## src/hw/regctl_cfg.svh

```systemverilog
`ifndef REGCTL_CFG_SVH
`define REGCTL_CFG_SVH
// Register indices of the internal register port
`define REG_IDX_LREG1_CODE 4'h0
`define REG_IDX_LREG2_CODE 4'h1
`define REG_IDX_LREG3_CODE 4'h2
`define REG_IDX_LREG_CTRL 4'h3
`define REG_IDX_BUCK_CTRL 4'h4
`define REG_IDX_STATUS 4'h5
`define REG_IDX_CHAIN_CFG 4'h6
`define REG_COUNT 7
// Control field positions
`define LREG_CTRL_ON_LSB 0
`define LREG_CTRL_SWITCH_MODE 3
`define BUCK_CTRL_ON_LSB 0
`define BUCK_CTRL_ILIM_LSB 2
`define BUCK_ILIM_W 3
// Status field positions
`define STAT_WARN_LSB 0
`define STAT_SHDN_LSB 2
`define STAT_UV_LSB 4
// Reset values
`define LREG_CODE_RESET 6'h18
`define LREG_CTRL_RESET 8'h00
`define BUCK_CTRL_RESET 8'h00
`define CHAIN_CFG_RESET 8'h00
// Setpoint arithmetic, millivolts
`define VOUT_BASE_MV 12'd600
`define VOUT_STEP_MV 12'd50
`define VOUT_MAX_MV 12'd3600
// Overload counting
`define OC_WARN_CYCLES 4'd2
`define OC_SHDN_CYCLES 4'd8
// Soft-start ramp: 1.7 V/ms, one mV step per ramp tick
`define RAMP_UV_PER_MS 1700
`define CLK_KHZ 50000
`define RAMP_TICK_CYCLES ((`CLK_KHZ + `RAMP_UV_PER_MS - 1) / `RAMP_UV_PER_MS)
`endif

```

## src/hw/regctl_pkg.sv

```systemverilog
package regctl_pkg;
	typedef logic [5:0] vcode_t;
	typedef logic [11:0] millivolt_t;
	typedef enum logic [1:0] {
		LREG_OFF = 2'b00,
		LREG_RAMP = 2'b01,
		LREG_ON = 2'b11,
		LREG_FAULT = 2'b10
	} lreg_state_t;
endpackage

```

## src/hw/buck_overload.sv

```systemverilog
`timescale 1ns/1ns
`include "regctl_cfg.svh"
module buck_overload
	import regctl_pkg::*;
(
	input wire logic clk,
	input wire logic reset_n,
	input wire logic enable,
	input wire logic cycle_start,
	input wire logic cycle_end,
	input wire logic peak_at_limit,
	input wire logic peak_at_125,
	output logic power_fet_on,
	output logic warn_pulse,
	output logic shutdown
);
	logic [3:0] run;
	logic [3:0] next_run;
	logic seen125;
	logic next_seen125;
	logic fet;
	logic next_fet;
	logic next_shutdown;
	logic next_warn;

	always_comb begin
		next_run = run;
		next_seen125 = seen125 | peak_at_125;
		next_fet = fet;
		next_shutdown = shutdown;
		next_warn = 1'b0;
		if (cycle_start)
			next_fet = 1'b1;
		if (peak_at_limit)
			next_fet = 1'b0;
		if (cycle_end) begin
			next_seen125 = 1'b0;
			if (seen125 | peak_at_125) begin
				next_run = (run == 4'hf) ? run : run + 4'd1;
				if (run + 4'd1 == `OC_WARN_CYCLES)
					next_warn = 1'b1;
				if (run + 4'd1 == `OC_SHDN_CYCLES)
					next_shutdown = 1'b1;
			end else begin
				next_run = 4'd0;
			end
		end
		if (!enable) begin
			next_run = 4'd0;
			next_seen125 = 1'b0;
			next_shutdown = 1'b0;
			next_fet = 1'b0;
		end
		if (next_shutdown)
			next_fet = 1'b0;
	end

	always_ff @(posedge clk or negedge reset_n) begin
		if (!reset_n) begin
			run <= 4'd0;
			seen125 <= 1'b0;
			fet <= 1'b0;
			shutdown <= 1'b0;
			warn_pulse <= 1'b0;
		end else begin
			run <= next_run;
			seen125 <= next_seen125;
			fet <= next_fet;
			shutdown <= next_shutdown;
			warn_pulse <= next_warn;
		end
	end

	// Cut the FET in the same cycle the limit trips
	assign power_fet_on = fet & ~peak_at_limit & ~shutdown;

	chk_fet_cut_limit: assert property (@(posedge clk) disable iff (!reset_n)
		peak_at_limit |-> !power_fet_on) else $error("FET on at limit");
	chk_fet_stays_off: assert property (@(posedge clk) disable iff (!reset_n)
		peak_at_limit && !cycle_start |=> !power_fet_on || cycle_start)
		else $error("FET back on within cycle");
	chk_warn_at_two: assert property (@(posedge clk) disable iff (!reset_n)
		enable && cycle_end && (peak_at_125 || seen125) && run == 4'd1
		|=> warn_pulse)
		else $error("No warning after two cycles");
	chk_shdn_at_eight: assert property (@(posedge clk) disable iff (!reset_n)
		enable && cycle_end && (peak_at_125 || seen125) && run == 4'd7
		|=> shutdown)
		else $error("No shutdown after eight cycles");
	chk_count_clear: assert property (@(posedge clk) disable iff (!reset_n)
		enable && cycle_end && !peak_at_125 && !seen125 |=> run == 4'd0)
		else $error("Count not cleared");
	chk_disable_clear: assert property (@(posedge clk) disable iff (!reset_n)
		!enable |=> run == 4'd0 && !shutdown)
		else $error("Disable did not clear");
	cov_warn: cover property (@(posedge clk) disable iff (!reset_n) warn_pulse);
	cov_shdn: cover property (@(posedge clk) disable iff (!reset_n)
		$rose(shutdown));
endmodule

```

## src/hw/regulator_protection_and_ldo_control.sv

```systemverilog
`timescale 1ns/1ns
`include "regctl_cfg.svh"
// Summary of operation
// - A converter's power FET goes off for the rest of a cycle at the limit.
// - The converter's peak limit comes from a host-written select field.
// - Two cycles in a row at 125% flag a warning and pull the irq low.
// - Eight cycles in a row at 125% shut that converter down.
// - A sustained overload sagging the output shuts down via undervoltage.
// - Each linear regulator ramps at 1.7 V/ms on enable and fault recovery.
// - The target is 0.6 V plus code times 50 mV from a six-bit code.
// - Targets span 0.6 V to 3.6 V and codes above saturate at 3.6 V.
// - Each linear regulator has just one setpoint register.
// - Each linear regulator follows its host-written on bit.
// - A disabled linear regulator engages its output discharge path.
// - Disabling a trigger regulator propagates per factory configuration.
// - The third linear regulator can act as a plain load switch.
// - Its mode bit selects regulating at 0 and load switch at 1.
// - A fault interrupt from linear regulator 1 or 2 (not 3) stays latched until status read and fault gone.
module regulator_protection_and_ldo_control
	import regctl_pkg::*;
(
	input wire logic clk,
	input wire logic reset_n,
	input wire logic reg_write,
	input wire logic reg_read,
	input wire logic [3:0] reg_index,
	input wire logic [7:0] reg_wdata,
	output logic [7:0] reg_rdata,
	input wire logic [1:0] buck_cycle_start,
	input wire logic [1:0] buck_cycle_end,
	input wire logic [1:0] buck_peak_at_limit,
	input wire logic [1:0] buck_peak_at_125,
	input wire logic [1:0] buck_output_uv,
	input wire logic [2:0] linear_reg_fault,
	output logic [1:0] buck_power_fet_on,
	output logic [1:0] buck_enabled,
	output logic [5:0] buck_current_limit_select,
	output logic [35:0] linear_reg_target_mv,
	output logic [2:0] linear_reg_pass_on,
	output logic [2:0] linear_reg_discharge,
	output logic linear_reg3_switch_mode,
	output logic interrupt_request_n
);
	function automatic millivolt_t code_to_mv(input vcode_t code);
		millivolt_t mv;
		mv = `VOUT_BASE_MV + 12'(code) * `VOUT_STEP_MV;
		return (mv > `VOUT_MAX_MV) ? `VOUT_MAX_MV : mv;
	endfunction

	localparam int RAMP_TICKS = `RAMP_TICK_CYCLES;

	// Asynchronous flags except the peak limit comparator pass two flops first
	logic [10:0] raw_sync1;
	logic [10:0] raw_sync2;
	always_ff @(posedge clk or negedge reset_n) begin
		if (!reset_n) begin
			raw_sync1 <= '0;
			raw_sync2 <= '0;
		end else begin
			raw_sync1 <= {linear_reg_fault, buck_output_uv, buck_peak_at_125,
				buck_cycle_end, buck_cycle_start};
			raw_sync2 <= raw_sync1;
		end
	end
	logic [1:0] s_start;
	logic [1:0] s_end;
	logic [1:0] s_125;
	logic [1:0] s_uv;
	logic [2:0] s_lfault;
	assign s_start = raw_sync2[1:0];
	assign s_end = raw_sync2[3:2];
	assign s_125 = raw_sync2[5:4];
	assign s_uv = raw_sync2[7:6];
	assign s_lfault = raw_sync2[10:8];

	// One setpoint per linear regulator, no alternate
	vcode_t lreg_code [3];
	vcode_t next_lreg_code [3];
	logic [7:0] lreg_ctrl;
	logic [7:0] next_lreg_ctrl;
	logic [7:0] buck_ctrl;
	logic [7:0] next_buck_ctrl;
	logic [7:0] chain_cfg;
	logic [7:0] next_chain_cfg;
	logic [5:0] status;
	logic [5:0] next_status;
	logic [5:0] read_snap;
	logic [5:0] next_read_snap;

	logic [1:0] warn_pulse;
	logic [1:0] oc_shutdown;
	logic [5:0] live_status;

	always_comb begin
		for (int i = 0; i < 3; i++)
			next_lreg_code[i] = lreg_code[i];
		next_lreg_ctrl = lreg_ctrl;
		next_buck_ctrl = buck_ctrl;
		next_chain_cfg = chain_cfg;
		if (reg_write) begin
			unique case (reg_index)
				`REG_IDX_LREG1_CODE: next_lreg_code[0] = reg_wdata[5:0];
				`REG_IDX_LREG2_CODE: next_lreg_code[1] = reg_wdata[5:0];
				`REG_IDX_LREG3_CODE: next_lreg_code[2] = reg_wdata[5:0];
				`REG_IDX_LREG_CTRL: next_lreg_ctrl = reg_wdata;
				`REG_IDX_BUCK_CTRL: next_buck_ctrl = reg_wdata;
				`REG_IDX_CHAIN_CFG: next_chain_cfg = reg_wdata;
				default: ;
			endcase
		end
		// Converter shutdown drops its on bit so software sees it
		for (int i = 0; i < 2; i++)
			if (oc_shutdown[i] || s_uv[i])
				next_buck_ctrl[`BUCK_CTRL_ON_LSB + i] = 1'b0;
		// Factory chain: bit i makes linear reg i follow reg i-1 off
		for (int i = 1; i < 3; i++)
			if (chain_cfg[i] && !next_lreg_ctrl[`LREG_CTRL_ON_LSB + i - 1])
				next_lreg_ctrl[`LREG_CTRL_ON_LSB + i] = 1'b0;
	end

	assign live_status = {1'b0, s_lfault[0] | s_lfault[1], oc_shutdown,
		warn_pulse};

	always_comb begin
		next_read_snap = read_snap;
		next_status = status | live_status;
		if (reg_read && reg_index == `REG_IDX_STATUS)
			next_read_snap = status;
		else if (reg_write)
			next_read_snap = '0;
		// Clear only bits read and no longer active; set wins
		if (reg_read && reg_index == `REG_IDX_STATUS)
			next_status = (status & ~(status & ~live_status)) | live_status;
		next_status = next_status & {6{1'b1}};
	end

	always_ff @(posedge clk or negedge reset_n) begin
		if (!reset_n) begin
			for (int i = 0; i < 3; i++)
				lreg_code[i] <= `LREG_CODE_RESET;
			lreg_ctrl <= `LREG_CTRL_RESET;
			buck_ctrl <= `BUCK_CTRL_RESET;
			chain_cfg <= `CHAIN_CFG_RESET;
			status <= '0;
			read_snap <= '0;
		end else begin
			for (int i = 0; i < 3; i++)
				lreg_code[i] <= next_lreg_code[i];
			lreg_ctrl <= next_lreg_ctrl;
			buck_ctrl <= next_buck_ctrl;
			chain_cfg <= next_chain_cfg;
			status <= next_status;
			read_snap <= next_read_snap;
		end
	end

	always_comb begin
		unique case (reg_index)
			`REG_IDX_LREG1_CODE: reg_rdata = {2'b00, lreg_code[0]};
			`REG_IDX_LREG2_CODE: reg_rdata = {2'b00, lreg_code[1]};
			`REG_IDX_LREG3_CODE: reg_rdata = {2'b00, lreg_code[2]};
			`REG_IDX_LREG_CTRL: reg_rdata = lreg_ctrl;
			`REG_IDX_BUCK_CTRL: reg_rdata = buck_ctrl;
			`REG_IDX_STATUS: reg_rdata = {2'b00, status};
			`REG_IDX_CHAIN_CFG: reg_rdata = chain_cfg;
			default: reg_rdata = 8'h00;
		endcase
	end

	for (genvar b = 0; b < 2; b++) begin : g_buck
		assign buck_enabled[b] = buck_ctrl[`BUCK_CTRL_ON_LSB + b];
		assign buck_current_limit_select[b*3 +: 3] =
			buck_ctrl[`BUCK_CTRL_ILIM_LSB + b*3 +: 3];
		buck_overload u_ovl (
			.clk(clk),
			.reset_n(reset_n),
			.enable(buck_enabled[b]),
			.cycle_start(s_start[b]),
			.cycle_end(s_end[b]),
			.peak_at_limit(buck_peak_at_limit[b]),
			.peak_at_125(s_125[b]),
			.power_fet_on(buck_power_fet_on[b]),
			.warn_pulse(warn_pulse[b]),
			.shutdown(oc_shutdown[b])
		);
	end

	// Linear regulators: enable follows on bit, ramp 1 mV per tick
	lreg_state_t lstate [3];
	lreg_state_t next_lstate [3];
	millivolt_t ramp_mv [3];
	millivolt_t next_ramp_mv [3];
	logic [5:0] tick_cnt;
	logic [5:0] next_tick_cnt;
	logic tick;

	assign tick = (tick_cnt == 6'(RAMP_TICKS - 1));
	always_comb begin
		next_tick_cnt = tick ? 6'd0 : tick_cnt + 6'd1;
		for (int i = 0; i < 3; i++) begin
			next_lstate[i] = lstate[i];
			next_ramp_mv[i] = ramp_mv[i];
			unique case (lstate[i])
				LREG_OFF: begin
					next_ramp_mv[i] = '0;
					if (lreg_ctrl[`LREG_CTRL_ON_LSB + i])
						next_lstate[i] = LREG_RAMP;
				end
				LREG_RAMP: begin
					if (tick)
						next_ramp_mv[i] = ramp_mv[i] + 12'd1;
					if (ramp_mv[i] >= code_to_mv(lreg_code[i]))
						next_lstate[i] = LREG_ON;
				end
				LREG_ON: next_ramp_mv[i] = code_to_mv(lreg_code[i]);
				LREG_FAULT: begin
					next_ramp_mv[i] = '0;
					if (!s_lfault[i])
						next_lstate[i] = LREG_RAMP;
				end
			endcase
			if (s_lfault[i] && lstate[i] != LREG_OFF)
				next_lstate[i] = LREG_FAULT;
			if (!lreg_ctrl[`LREG_CTRL_ON_LSB + i])
				next_lstate[i] = LREG_OFF;
		end
	end

	always_ff @(posedge clk or negedge reset_n) begin
		if (!reset_n) begin
			tick_cnt <= '0;
			for (int i = 0; i < 3; i++) begin
				lstate[i] <= LREG_OFF;
				ramp_mv[i] <= '0;
			end
		end else begin
			tick_cnt <= next_tick_cnt;
			for (int i = 0; i < 3; i++) begin
				lstate[i] <= next_lstate[i];
				ramp_mv[i] <= next_ramp_mv[i];
			end
		end
	end

	for (genvar l = 0; l < 3; l++) begin : g_lreg
		assign linear_reg_target_mv[l*12 +: 12] = ramp_mv[l];
		assign linear_reg_pass_on[l] = lstate[l] == LREG_RAMP ||
			lstate[l] == LREG_ON;
		assign linear_reg_discharge[l] = lstate[l] == LREG_OFF;
	end
	// Load switch just closes the pass device; target ignored
	assign linear_reg3_switch_mode = lreg_ctrl[`LREG_CTRL_SWITCH_MODE];

	assign interrupt_request_n = ~(|status);

	chk_discharge_off: assert property (@(posedge clk) disable iff (!reset_n)
		!lreg_ctrl[0] |=> linear_reg_discharge[0] && !linear_reg_pass_on[0])
		else $error("Discharge not engaged");
	chk_irq_on_warn: assert property (@(posedge clk) disable iff (!reset_n)
		warn_pulse[0] |=> !interrupt_request_n)
		else $error("Warning did not raise irq");
	chk_irq_latched: assert property (@(posedge clk) disable iff (!reset_n)
		!interrupt_request_n && !(reg_read && reg_index == `REG_IDX_STATUS)
		|=> !interrupt_request_n) else $error("Irq dropped without read");
	chk_target_sat: assert property (@(posedge clk) disable iff (!reset_n)
		lstate[0] == LREG_ON |=> ramp_mv[0] <= `VOUT_MAX_MV)
		else $error("Target above 3.6 V");
	chk_ramp_rate: assert property (@(posedge clk) disable iff (!reset_n)
		lstate[1] == LREG_RAMP && $past(lstate[1]) == LREG_RAMP
		|-> ramp_mv[1] - $past(ramp_mv[1]) <= 12'd1)
		else $error("Ramp too fast");
	chk_ilim_field: assert property (@(posedge clk) disable iff (!reset_n)
		reg_write && reg_index == `REG_IDX_BUCK_CTRL |=>
		buck_current_limit_select[2:0] == $past(reg_wdata[4:2]))
		else $error("Limit select not taken");
	cov_lreg_on: cover property (@(posedge clk) disable iff (!reset_n)
		lstate[0] == LREG_ON);
	cov_status_read: cover property (@(posedge clk) disable iff (!reset_n)
		reg_read && reg_index == `REG_IDX_STATUS && |status);
	cov_switch_mode: cover property (@(posedge clk) disable iff (!reset_n)
		linear_reg3_switch_mode && linear_reg_pass_on[2]);
endmodule

```

## config.mk

```make
export PLATFORM = sky130hd
export DESIGN_NAME = regulator_protection_and_ldo_control
export DESIGN_NICKNAME = d
export VERILOG_FILES = /design/src/hw/regctl_pkg.sv /design/src/hw/buck_overload.sv /design/src/hw/regulator_protection_and_ldo_control.sv
export VERILOG_INCLUDE_DIRS = /design/src /design/src/hw
export SDC_FILE = /design/constraint.sdc
export NUM_CORES = 1
export LEC_CHECK = 0
export BUFFER_PORTS_ARGS = -buffer_cell sky130_fd_sc_hd__buf_4
export CORE_UTILIZATION = 52
export CTS_CLUSTER_DIAMETER = 200
export DETAILED_ROUTE_END_ITERATION = 6
export PLACE_DENSITY_LB_ADDON = 0.1
export RECOVER_POWER = 100
export SKIP_CTS_REPAIR_TIMING = 1
export SLEW_MARGIN = 20
export SYNTH_ARGS = -nofsm -noshare
export SYNTH_HDL_FRONTEND = slang
export SYNTH_SLANG_ARGS = --single-unit
export TNS_END_PERCENT = 20
```

## constraint.sdc

```tcl
create_clock -name clk -period 5.66 [get_ports clk]
set_input_delay 0.283 -clock clk [delete_from_list [all_inputs] [get_ports clk]]
set_output_delay 0.283 -clock clk [all_outputs]
set_load 0.02 [all_outputs]
```

* After elaboration in Yosys (flattened, before gate mapping) *
Cells that the tools add are included.

storage, ports and cells
  flip-flop bits (word level) = 134
  bits in latches = 0
  bits in writable memories = 0
  memory bits (read-only) = 0
  bits of input ports = 29
  output and inout bits = 62
  memories = 0

operators by class
  add/sub/neg operators = 9
  multiply operators = 3
  divide/modulo/power cells = 0
  $lt $le $gt $ge = 6
  equality and inequality tests = 40
  shift-type cells = 0
  multiplexer cells = 69
  bitwise operators = 18
  reductions and logical operators = 44

operators by type and width
  kind                      count
  $pmux W12 S3              3
  $mux W12                  6
  $pmux W8 S7               1
  $add A10 B12 Y12 const A  3
  $add A12 B1 Y12 const B   3
  $ge A12 B12 Y1            3
  $gt A12 B12 Y1 const B    3
  $mul A6 B5 Y11 const B    3
  $mux W4                   8
  $mux W1                   30
  $mux W2                   14
  $ne A4 B4 Y1 const B      6
  $reduce_and A2 Y1         11
  $pmux W2 S3               3
  $reduce_bool A2 Y1        9
  $eq A4 B2 Y1 const B      4
  $eq A4 B4 Y1 const B      4
  $ne A5 B2 Y1 const B      3
  $and A6 B6 Y6             2
  $eq A2 B2 Y1 const B      6
  $eq A4 B3 Y1 const B      3
  $mux W6                   2
  $or A6 B5 Y6              2
  $ne A2 B2 Y1 const B      5
  other kinds (21)          52

* Depth between registers and ports, before layout *
Gate-level depths: netlist of the first run.

  depth in word-level cells = 10
  depth in mapped cells = 21
  mapped depth without buffers = 21

* By module *
A second synthesis of the first run with hierarchy kept.

second synthesis, totals
  cell total of the unflattened synthesis = 938
  area, all modules = 9,200.1 um^2

modules (own cells, without submodules)
  module                                times used  cells an instance  area each (um^2)  sequential area each (um^2)
  regulator_protection_and_ldo_control  1           842                8,279.2           2,935.3
  buck_overload                         2           48                 460.4             200.2

* Worst setup path after synthesis of the first run *
No wires, ideal clock.

  path kind = reg2reg
  start = reg lreg_code[1] (netlist name)
  end = reg lstate[1] (netlist name)
  setup time = 0.151 ns
  arrival = 4.158 ns
  data required time = 5.509 ns
  setup slack = 1.351 ns
  stages on the path, launching flop included = 21
  buffers on the path = 0
  period minus slack after synthesis = 4.309 ns
  cell sequence = dfrtp_1 > ha_1 > ha_1 > ha_1 > inv_1 > fa_1 > nand2b_1 > a211oi_1 > nor4_1 > a311oi_1 > o31ai_2 > nor2_2 > nor2_1 > ha_1 > inv_1 > o21ai_0 > a21o_1 > a21oi_1 > o21ai_0 > o31ai_1 > a31oi_1

between the ends
  word-level cells in the longest chain between the ends = 7

ends and longest elaborated chain
  item                                    RTL line                                     source
  start: declaration                      regulator_protection_and_ldo_control.sv:77   vcode_t lreg_code [3];
  start signal: indexed assignment        regulator_protection_and_ldo_control.sv:140  lreg_code[i] <= `LREG_CODE_RESET;
  start signal: indexed assignment        regulator_protection_and_ldo_control.sv:148  lreg_code[i] <= next_lreg_code[i];
  $mul A6 B5 Y11 (no source line) (*)     -
  $add A10 B12 Y12 (no source line) (*)   -
  $gt A12 B12 Y1 (no source line)         -
  $mux W12 (*)                            regulator_protection_and_ldo_control.sv:47   return (mv > `VOUT_MAX_MV) ? `VOUT_MAX_MV : mv;
  $ge A12 B12 Y1 (*)                      regulator_protection_and_ldo_control.sv:212  if (ramp_mv[i] >= code_to_mv(lreg_code[i]))
  $ne A4 B4 Y1 (no source line) (*)       -
  $reduce_and A3 Y1 (no source line) (*)  -
  end signal: indexed assignment          regulator_protection_and_ldo_control.sv:239  lstate[i] <= next_lstate[i];
  end: declaration                        regulator_protection_and_ldo_control.sv:189  lreg_state_t lstate [3];

Mark *: on every way between the ends. The rest lies on a longest branch, timed or not.
A chain may end at the register's enable or synchronous reset.

* Worst setup path after layout of the first run *
Ends and elaborated chain as after synthesis.

==> qor.yml, run 1 <==
worst_setup_path:
  criticalPathCategory: "flop to flop"
  crit_path_max_fanout: 7
  worstPathArrival_ns: 5.16
  worst-r2r-setup-slack_ns: 0.78
  reg2reg_from: "lreg_code[1]"
  rr_worst_depth: 20
  worstSetupEndpointType: "flop"
  crit_path_start_kind: "flop"
  cp_data_required_time_ns: 5.94
  reg2reg_to: "lstate[1]"
outcome:
  failed_checks: "max-capacitance violations, max-slew violations"
  status: "finished with violations"
synthesis:
  ys_seq_area_share_pct: 36.37
  synth_top_area_share_pct: 34.65
  yosys-top-cells-area: "dfrtp_1 (35%), ha_1 (16%), mux2_2 (5.3%)"
  async_flop_share_pct: 100.0
  yosysWarnings: 0
  synthCells: 942
  ys_types: 78
  synth-main-ff-cell: "dfrtp_1"
  synth_nets: 1093
  synth_area_leader_cell: "dfrtp_1"
  synth-edff-count: 0
  synth.avg_cell_area_um2: 9.737
  synth_area_um2: 9173
  ys_ff_latch: 133
global_routing:
  grt.total_usage_pct: 24.08
  grt_pass1_wl_um: 34330
  antenna_found_initial: 0
  grt-ovfl-total: 0
  use_met2_pct: 39.38
  grt_util_met1_pct: 32.62
  grt_pass1_vias: 6910
  use_met3_pct: 4.317
  grt_start_max_net_pins: 70
  busiest_layer: "met2"
routing:
  drtPass1Iterations: 7
  wl_per_cell_um: 16.30
  via_count: 7232
  remaining_drc_errors: 0
  drt_iter0_markers: 514
  antenna_left: 0
  viasPerCell: 5.659
  wl_um: 20830
power_and_ir_drop:
  p_total_mw: 5.285
  clockPowerShare_pct: 22.5
  switching_share_pct: 44.52
  leakage_nw: 5.002
  powerDensity_nw_per_um2: 503.0
  power_switching_mw: 2.353
  power_frac_seq_pct: 22.2
  ir_drop_v: 0.0003409
  intPower_mw: 2.932
  p_comb_share_pct: 55.4
cts:
  cts_buffers: 17
  htree_levels: 4
  clk_latency_ns: 0.43
  root_buffer: "clkbuf_16"
  path_clk_slew_ns: 0.07
  clock_sinks: 133
  cts_tree: "built"
  cts_buffer_depth: 2
run:
  drv_cap: 1
floorplan:
  die_h_um: 134.8
  num_io_pins: 91
  num_rows: 48
  core_area_um2: 17240
  dieArea_um2: 18180
  start_util_pct: 53.22
  die_w_um: 134.8
final_layout:
  antenna_cells: 0
  area_delta_synth_final_pct: 14.54
  nNetsFinal: 1191
  drive_gt1_share_pct: 11.97
  fillers: 1533
placed_design:
  port_buffers: 90
  place_congestion: 0.8550
  dpl.hpwl_um: 15350
sta:
  clock-skew-final_ns: 0.009523
  fin_crit_ns: 4.882
  fmax_ghz: 0.2048
  min_period_over_period_pct: 86.25
  drv_slew: 66
  max_slew_margin_pct: -140.6
  hold_violations: 0
  setup_tns_ns: 0
  setup_viol: 0
  tightest_slew_ns: 3.609
  rsz0062_at_grt: "false"
min_path:
  min_from: "buck_peak_at_limit[0]"
  hold_path_depth: 2
  hold_end: "g_buck[0].u_ovl.fet"
  hold_path.class: "primary input to flop"
power by group through the flow:
stage | clock [mW] | sequential [mW] | combinational, mW
floorplan | 0 | 1.17 | 2.33
global placement | 0 | 1.19 | 2.94
detailed placement | 0 | 1.19 | 2.98
CTS | 1.20 | 1.17 | 3.02
global route | 1.25 | 1.19 | 3.35
finish | 1.19 | 1.17 | 2.93
metal layers:
layer | share of wire (%) | wire length [um]
met5 | 0 | 0
met4 | 1.2 | 258
met3 | 3.8 | 796
met2 | 47 | 9798
met1 | 48 | 9977
kinds of logic after synthesis:
| family | after synthesis | synth area share (%) |
|---|---|---|
| flip-flops | 133 | 36.37 |
| AND/OR/NAND/NOR | 281 | 14.95 |
| XOR/XNOR | 65 | 6.520 |
| multiplexers | 52 | 6.261 |
| AO/OA/AOI/OAI | 212 | 15.67 |
| buffers and inverters | 77 | 3.342 |
| adder cells (fa/ha/maj) | 122 | 16.89 |
critical path, stage by stage, from the launching register on:
cell and delay [ns]:
dfrtp_1 0.45, ha_1 0.32, ha_1 0.30, ha_1 0.31, inv_1 0.07, fa_1 0.46
nand2b_1 0.18, a211oi_1 0.27, nor4_1 0.09, a311oi_1 0.45, o31ai_1 0.27, nor2_1 0.32
nor2_1 0.08, ha_1 0.28, inv_1 0.05, o21ai_0 0.07, a21o_1 0.18, a21oi_1 0.13
o21ai_0 0.10, o31ai_1 0.25, a31oi_1 0.13
worst max path at each step:
stage,to,cells after the start,startpoint,slack [ns]
final,lstate[1],20,lreg_code[1],0.78
after global placement,lstate[3],19,lreg_code[7],1.10
after CTS,lstate[1],20,lreg_code[2],0.86
after detailed placement,lstate[1],20,lreg_code[2],0.93
after global routing,lstate[3],19,lreg_code[7],0.42
after floorplan,lstate[1],20,lreg_code[1],1.35
cell type report:
type	instances	area (um^2)	area share [%]
Clock inverter	15	201.4	1.917
Timing Repair Buffer	104	566.8	5.395
Clock buffer	17	425.4	4.049
Inverter	52	195.2	1.858
Sequential cell	133	3336	31.75
Tap cell	225	281.5	2.680
Multi-Input combinational cell	732	5500	52.35
per-stage QoR:
stage                     utilization, %  std cells  cell area [um^2]  setup WS, ns  hold WS, ns
after floorplan                        -        942              9173         1.351     -0.01259
after global placement             58.23       1234             10040         1.095       0.3233
after detailed placement           58.23       1234             10040        0.9289       0.3193
after CTS                          61.87       1266             10660        0.8582      -0.1357
after global routing               60.95       1278             10510        0.4161      0.01188
final                              60.95       1278             10510        0.7780      0.02311
flip-flops by register name (all words and copies together) (netlist names), 8 cells and up:
register and cells:
chain_cfg 8, lreg_code 18, lreg_ctrl 8, raw_sync2 11
g_buck.u_ovl.run 8, raw_sync1 11, linear_reg_target_mv 36, buck_ctrl 8
cells in the final DEF, fill, tap and decap left out, types with 10 or more instances in the layout:
cell type	synthesis	final
nand3_1	26	27
xor2_1	27	28
a21o_1	21	21
nand2_1	80	81
inv_1	52	52
nor2_1	77	78
dlygate4sd3_1	0	12
nand4_1	10	10
a21oi_1	41	41
xnor2_1	35	35
o21ai_0	52	56
clkbuf_16	0	17
ha_1	119	119
nand2b_1	18	18
dfrtp_1	127	127
clkbuf_1	17	65
o22ai_1	13	13
nor3_1	15	15
clkbuf_4	0	11
mux2_2	43	43
buf_4	4	16
synth_stat cells (9+ instances only):
cell type	number
a21o_1	21
a21oi_1	41
clkbuf_1	17
dfrtp_1	127
ha_1	119
inv_1	52
mux2_2	43
mux2i_1	9
nand2_1	80
nand2b_1	18
nand3_1	26
nand4_1	10
nor2_1	77
nor3_1	15
o21ai_0	52
o22ai_1	13
xnor2_1	35
xor2_1	27
Power figures use the tool's default switching activity.
==> run 2: changes to the inputs <==
Settings changed: ABC_AREA set to 1.
Clock period 5.66 ns to 6.3 ns, I/O delays scaled along.
==> qor.yml, run 2 <==
outcome:
  status: "finished with violations"
  failed_checks: "max-capacitance violations, max-slew violations"
synthesis:
  async_flop_share_pct: 100.0
  synth_area_leader_cell: "dfrtp_1"
  synth_top_area_share_pct: 33.37
  synth_area_um2: 9524
  yosysWarnings: 0
  synth.avg_cell_area_um2: 7.505
  synth_commonest_cells: "nand2_1 (282), inv_1 (201), dfrtp_1 (127)"
  ys_types: 47
  ys_seq_area_share_pct: 35.02
  yosysMostFrequentCell: "nand2_1"
  synth_nets: 1420
  synth-edff-count: 0
  synthCells: 1269
  yosys-top-cells-area: "dfrtp_1 (33%), ha_1 (16%), nand2_1 (11%)"
  ys_ff_latch: 133
  synth-main-ff-cell: "dfrtp_1"
power_and_ir_drop:
  clockPowerShare_pct: 22.0
  switching_share_pct: 47.33
  intPower_mw: 2.414
  power_switching_mw: 2.169
  p_comb_share_pct: 53.5
  ir_drop_v: 0.0002163
  powerDensity_nw_per_um2: 425.1
  leakage_nw: 5.598
  p_total_mw: 4.583
  power_frac_seq_pct: 24.6
final_layout:
  drive_gt1_share_pct: 5.720
  final_common_cell: "nand2_1"
  fillers: 1740
  multi_input_area_um2: 5229
  ff_latch_area_um2: 3336
  largest_reg_flops: 36
  layout.cells.most_common_list: "nand2_1 (286), inv_1 (202), dfrtp_1 (127)"
  nNetsFinal: 1519
  area_delta_synth_final_pct: 13.20
  final_core_util_pct: 60.02
  antenna_cells: 0
placed_design:
  port_buffers: 90
  place_congestion: 0.8673
  dpl.hpwl_um: 17510
sta:
  clock-skew-final_ns: 0.01214
  max_slew_margin_pct: -138.0
  tightest_slew_ns: 3.570
  fmax_ghz: 0.2256
  setup_viol: 0
  setup_tns_ns: 0
  min_period_over_period_pct: 70.36
  drv_slew: 68
  rsz0062_at_grt: "false"
  hold_violations: 0
  fin_crit_ns: 4.432
routing:
  drt_iter0_markers: 604
  wl_um: 23110
  drtPass1Iterations: 6
  wl_per_cell_um: 14.35
  via_count: 8524
  remaining_drc_errors: 0
  antenna_left: 0
  viasPerCell: 5.294
worst_setup_path:
  criticalPathCategory: "flop to flop"
  cp_data_required_time_ns: 6.62
  worstSetupStartpoint: "lreg_code[3]"
  reg2reg_from: "lreg_code[3]"
  crit_path_max_fanout: 14
  worstPathArrival_ns: 4.75
  worstSetupEndpointType: "flop"
  crit_path_start_kind: "flop"
min_path:
  min_from: "buck_peak_at_limit[0]"
  hold_path.class: "primary input to flop"
floorplan:
  die_h_um: 137.3
  core_area_um2: 17960
  die_w_um: 137.3
  num_rows: 49
  dieArea_um2: 18860
  num_io_pins: 91
  start_util_pct: 53.02
global_routing:
  grt_pass1_vias: 7690
  antenna_found_initial: 0
  grt.total_usage_pct: 25.72
  grt_start_max_net_pins: 68
  grt_pass1_wl_um: 37580
  grt-ovfl-total: 0
cts:
  root_buffer: "clkbuf_16"
  clock_sinks: 133
  clk_latency_ns: 0.43
  cts_buffers: 17
  htree_levels: 4
  cts_tree: "built"
  path_clk_slew_ns: 0.07
  cts_buffer_depth: 2
run:
  drv_cap: 1
run 2: cell types whose count changed after synthesis, moves of 33 or more:
cell,before,now
nor2_1,77,123
nand3_1,26,81
a21oi_1,41,75
nand2_1,80,282
o21ai_0,52,90
inv_1,52,201
mux2_2,43,0
xnor2_1,35,2
run 2: per-stage QoR:
stage | std cells | hold slack (ns) | instance area [um^2] | setup WS [ns]
floorplan | 1269 | 0.01941 | 9524 | 2.433
global placement | 1566 | 0.3321 | 10360 | 2.253
detailed placement | 1566 | 0.3347 | 10360 | 2.117
CTS | 1598 | -0.1112 | 10960 | 2.105
global route | 1610 | 0.03915 | 10780 | 1.418
finish | 1610 | 0.04551 | 10780 | 1.868
run 2: area by class of cell:
class                           instances  share of cell area, %
Sequential cell                       133                  30.94
Clock inverter                         14                  1.439
Multi-Input combinational cell        907                  48.50
Tap cell                              229                  2.658
Timing Repair Buffer                  103                  5.222
Clock buffer                           18                  4.073
Inverter                              206                  7.172
run 2: path summary, 6_finish.rpt:
| path | endpoint | slack [ns] | depth (start not counted) |
|---|---|---|---|
| worst min-delay path | g_buck[0].u_ovl.fet | 0.05 | 2 |
| min in group asynchronous | linear_reg_target_mv[11] | 1.65 | 2 |
| worst min register to register | raw_sync2[4] | 0.35 | 0 |
| max in group asynchronous | lstate[4] | 2.32 | 3 |
| worst max-delay path | lstate[1] | 1.87 | 20 |
| worst max register to register | lstate[1] | 1.87 | 20 |
run 2: per-layer routing:
metal	up-vias	routed length [um]	share of wire, %	global-route usage [%]
met5	-	0	0	0
met4	0	327	1.4	7.326
met3	26	987	4.3	3.974
met2	204	10670	46	41.22
met1	3914	11120	48	35.86
li1	4380	-	-	-
run 2: logic make-up after synthesis:
group,Yosys count,synth area share (%)
and+or+nand+nor,550,24.82
buffers and inverters,229,9.538
AOI/OAI and AO/OA,222,13.16
DFF,133,35.02
adders and majority gates,122,16.26
xor gates and xnor gates,13,1.195
run 2: worst max-delay path, stage by stage, from the launching register on:
cell	delay, ns
dfstp_1	0.68
ha_1	0.31
ha_1	0.30
ha_1	0.29
ha_1	0.40
nand2_1	0.14
nand4_1	0.19
nand3_1	0.18
inv_1	0.05
nand2_1	0.07
nand2_1	0.07
nor2_1	0.15
nand3_1	0.35
nand2_1	0.17
ha_1	0.25
a21oi_1	0.14
o21ai_0	0.10
nand2_1	0.07
o2111a_1	0.18
nand4_1	0.08
a21o_1	0.16
run 2: power groups by stage:
stage / combinational (mW) / clock (mW) / sequential [mW]
after CTS: 2.54 / 1.03 / 1.13
after global routing: 2.88 / 1.06 / 1.14
final: 2.45 / 1.01 / 1.13
after floorplan: 1.92 / 0 / 1.16
after global placement: 2.46 / 0 / 1.14
after detailed placement: 2.52 / 0 / 1.14
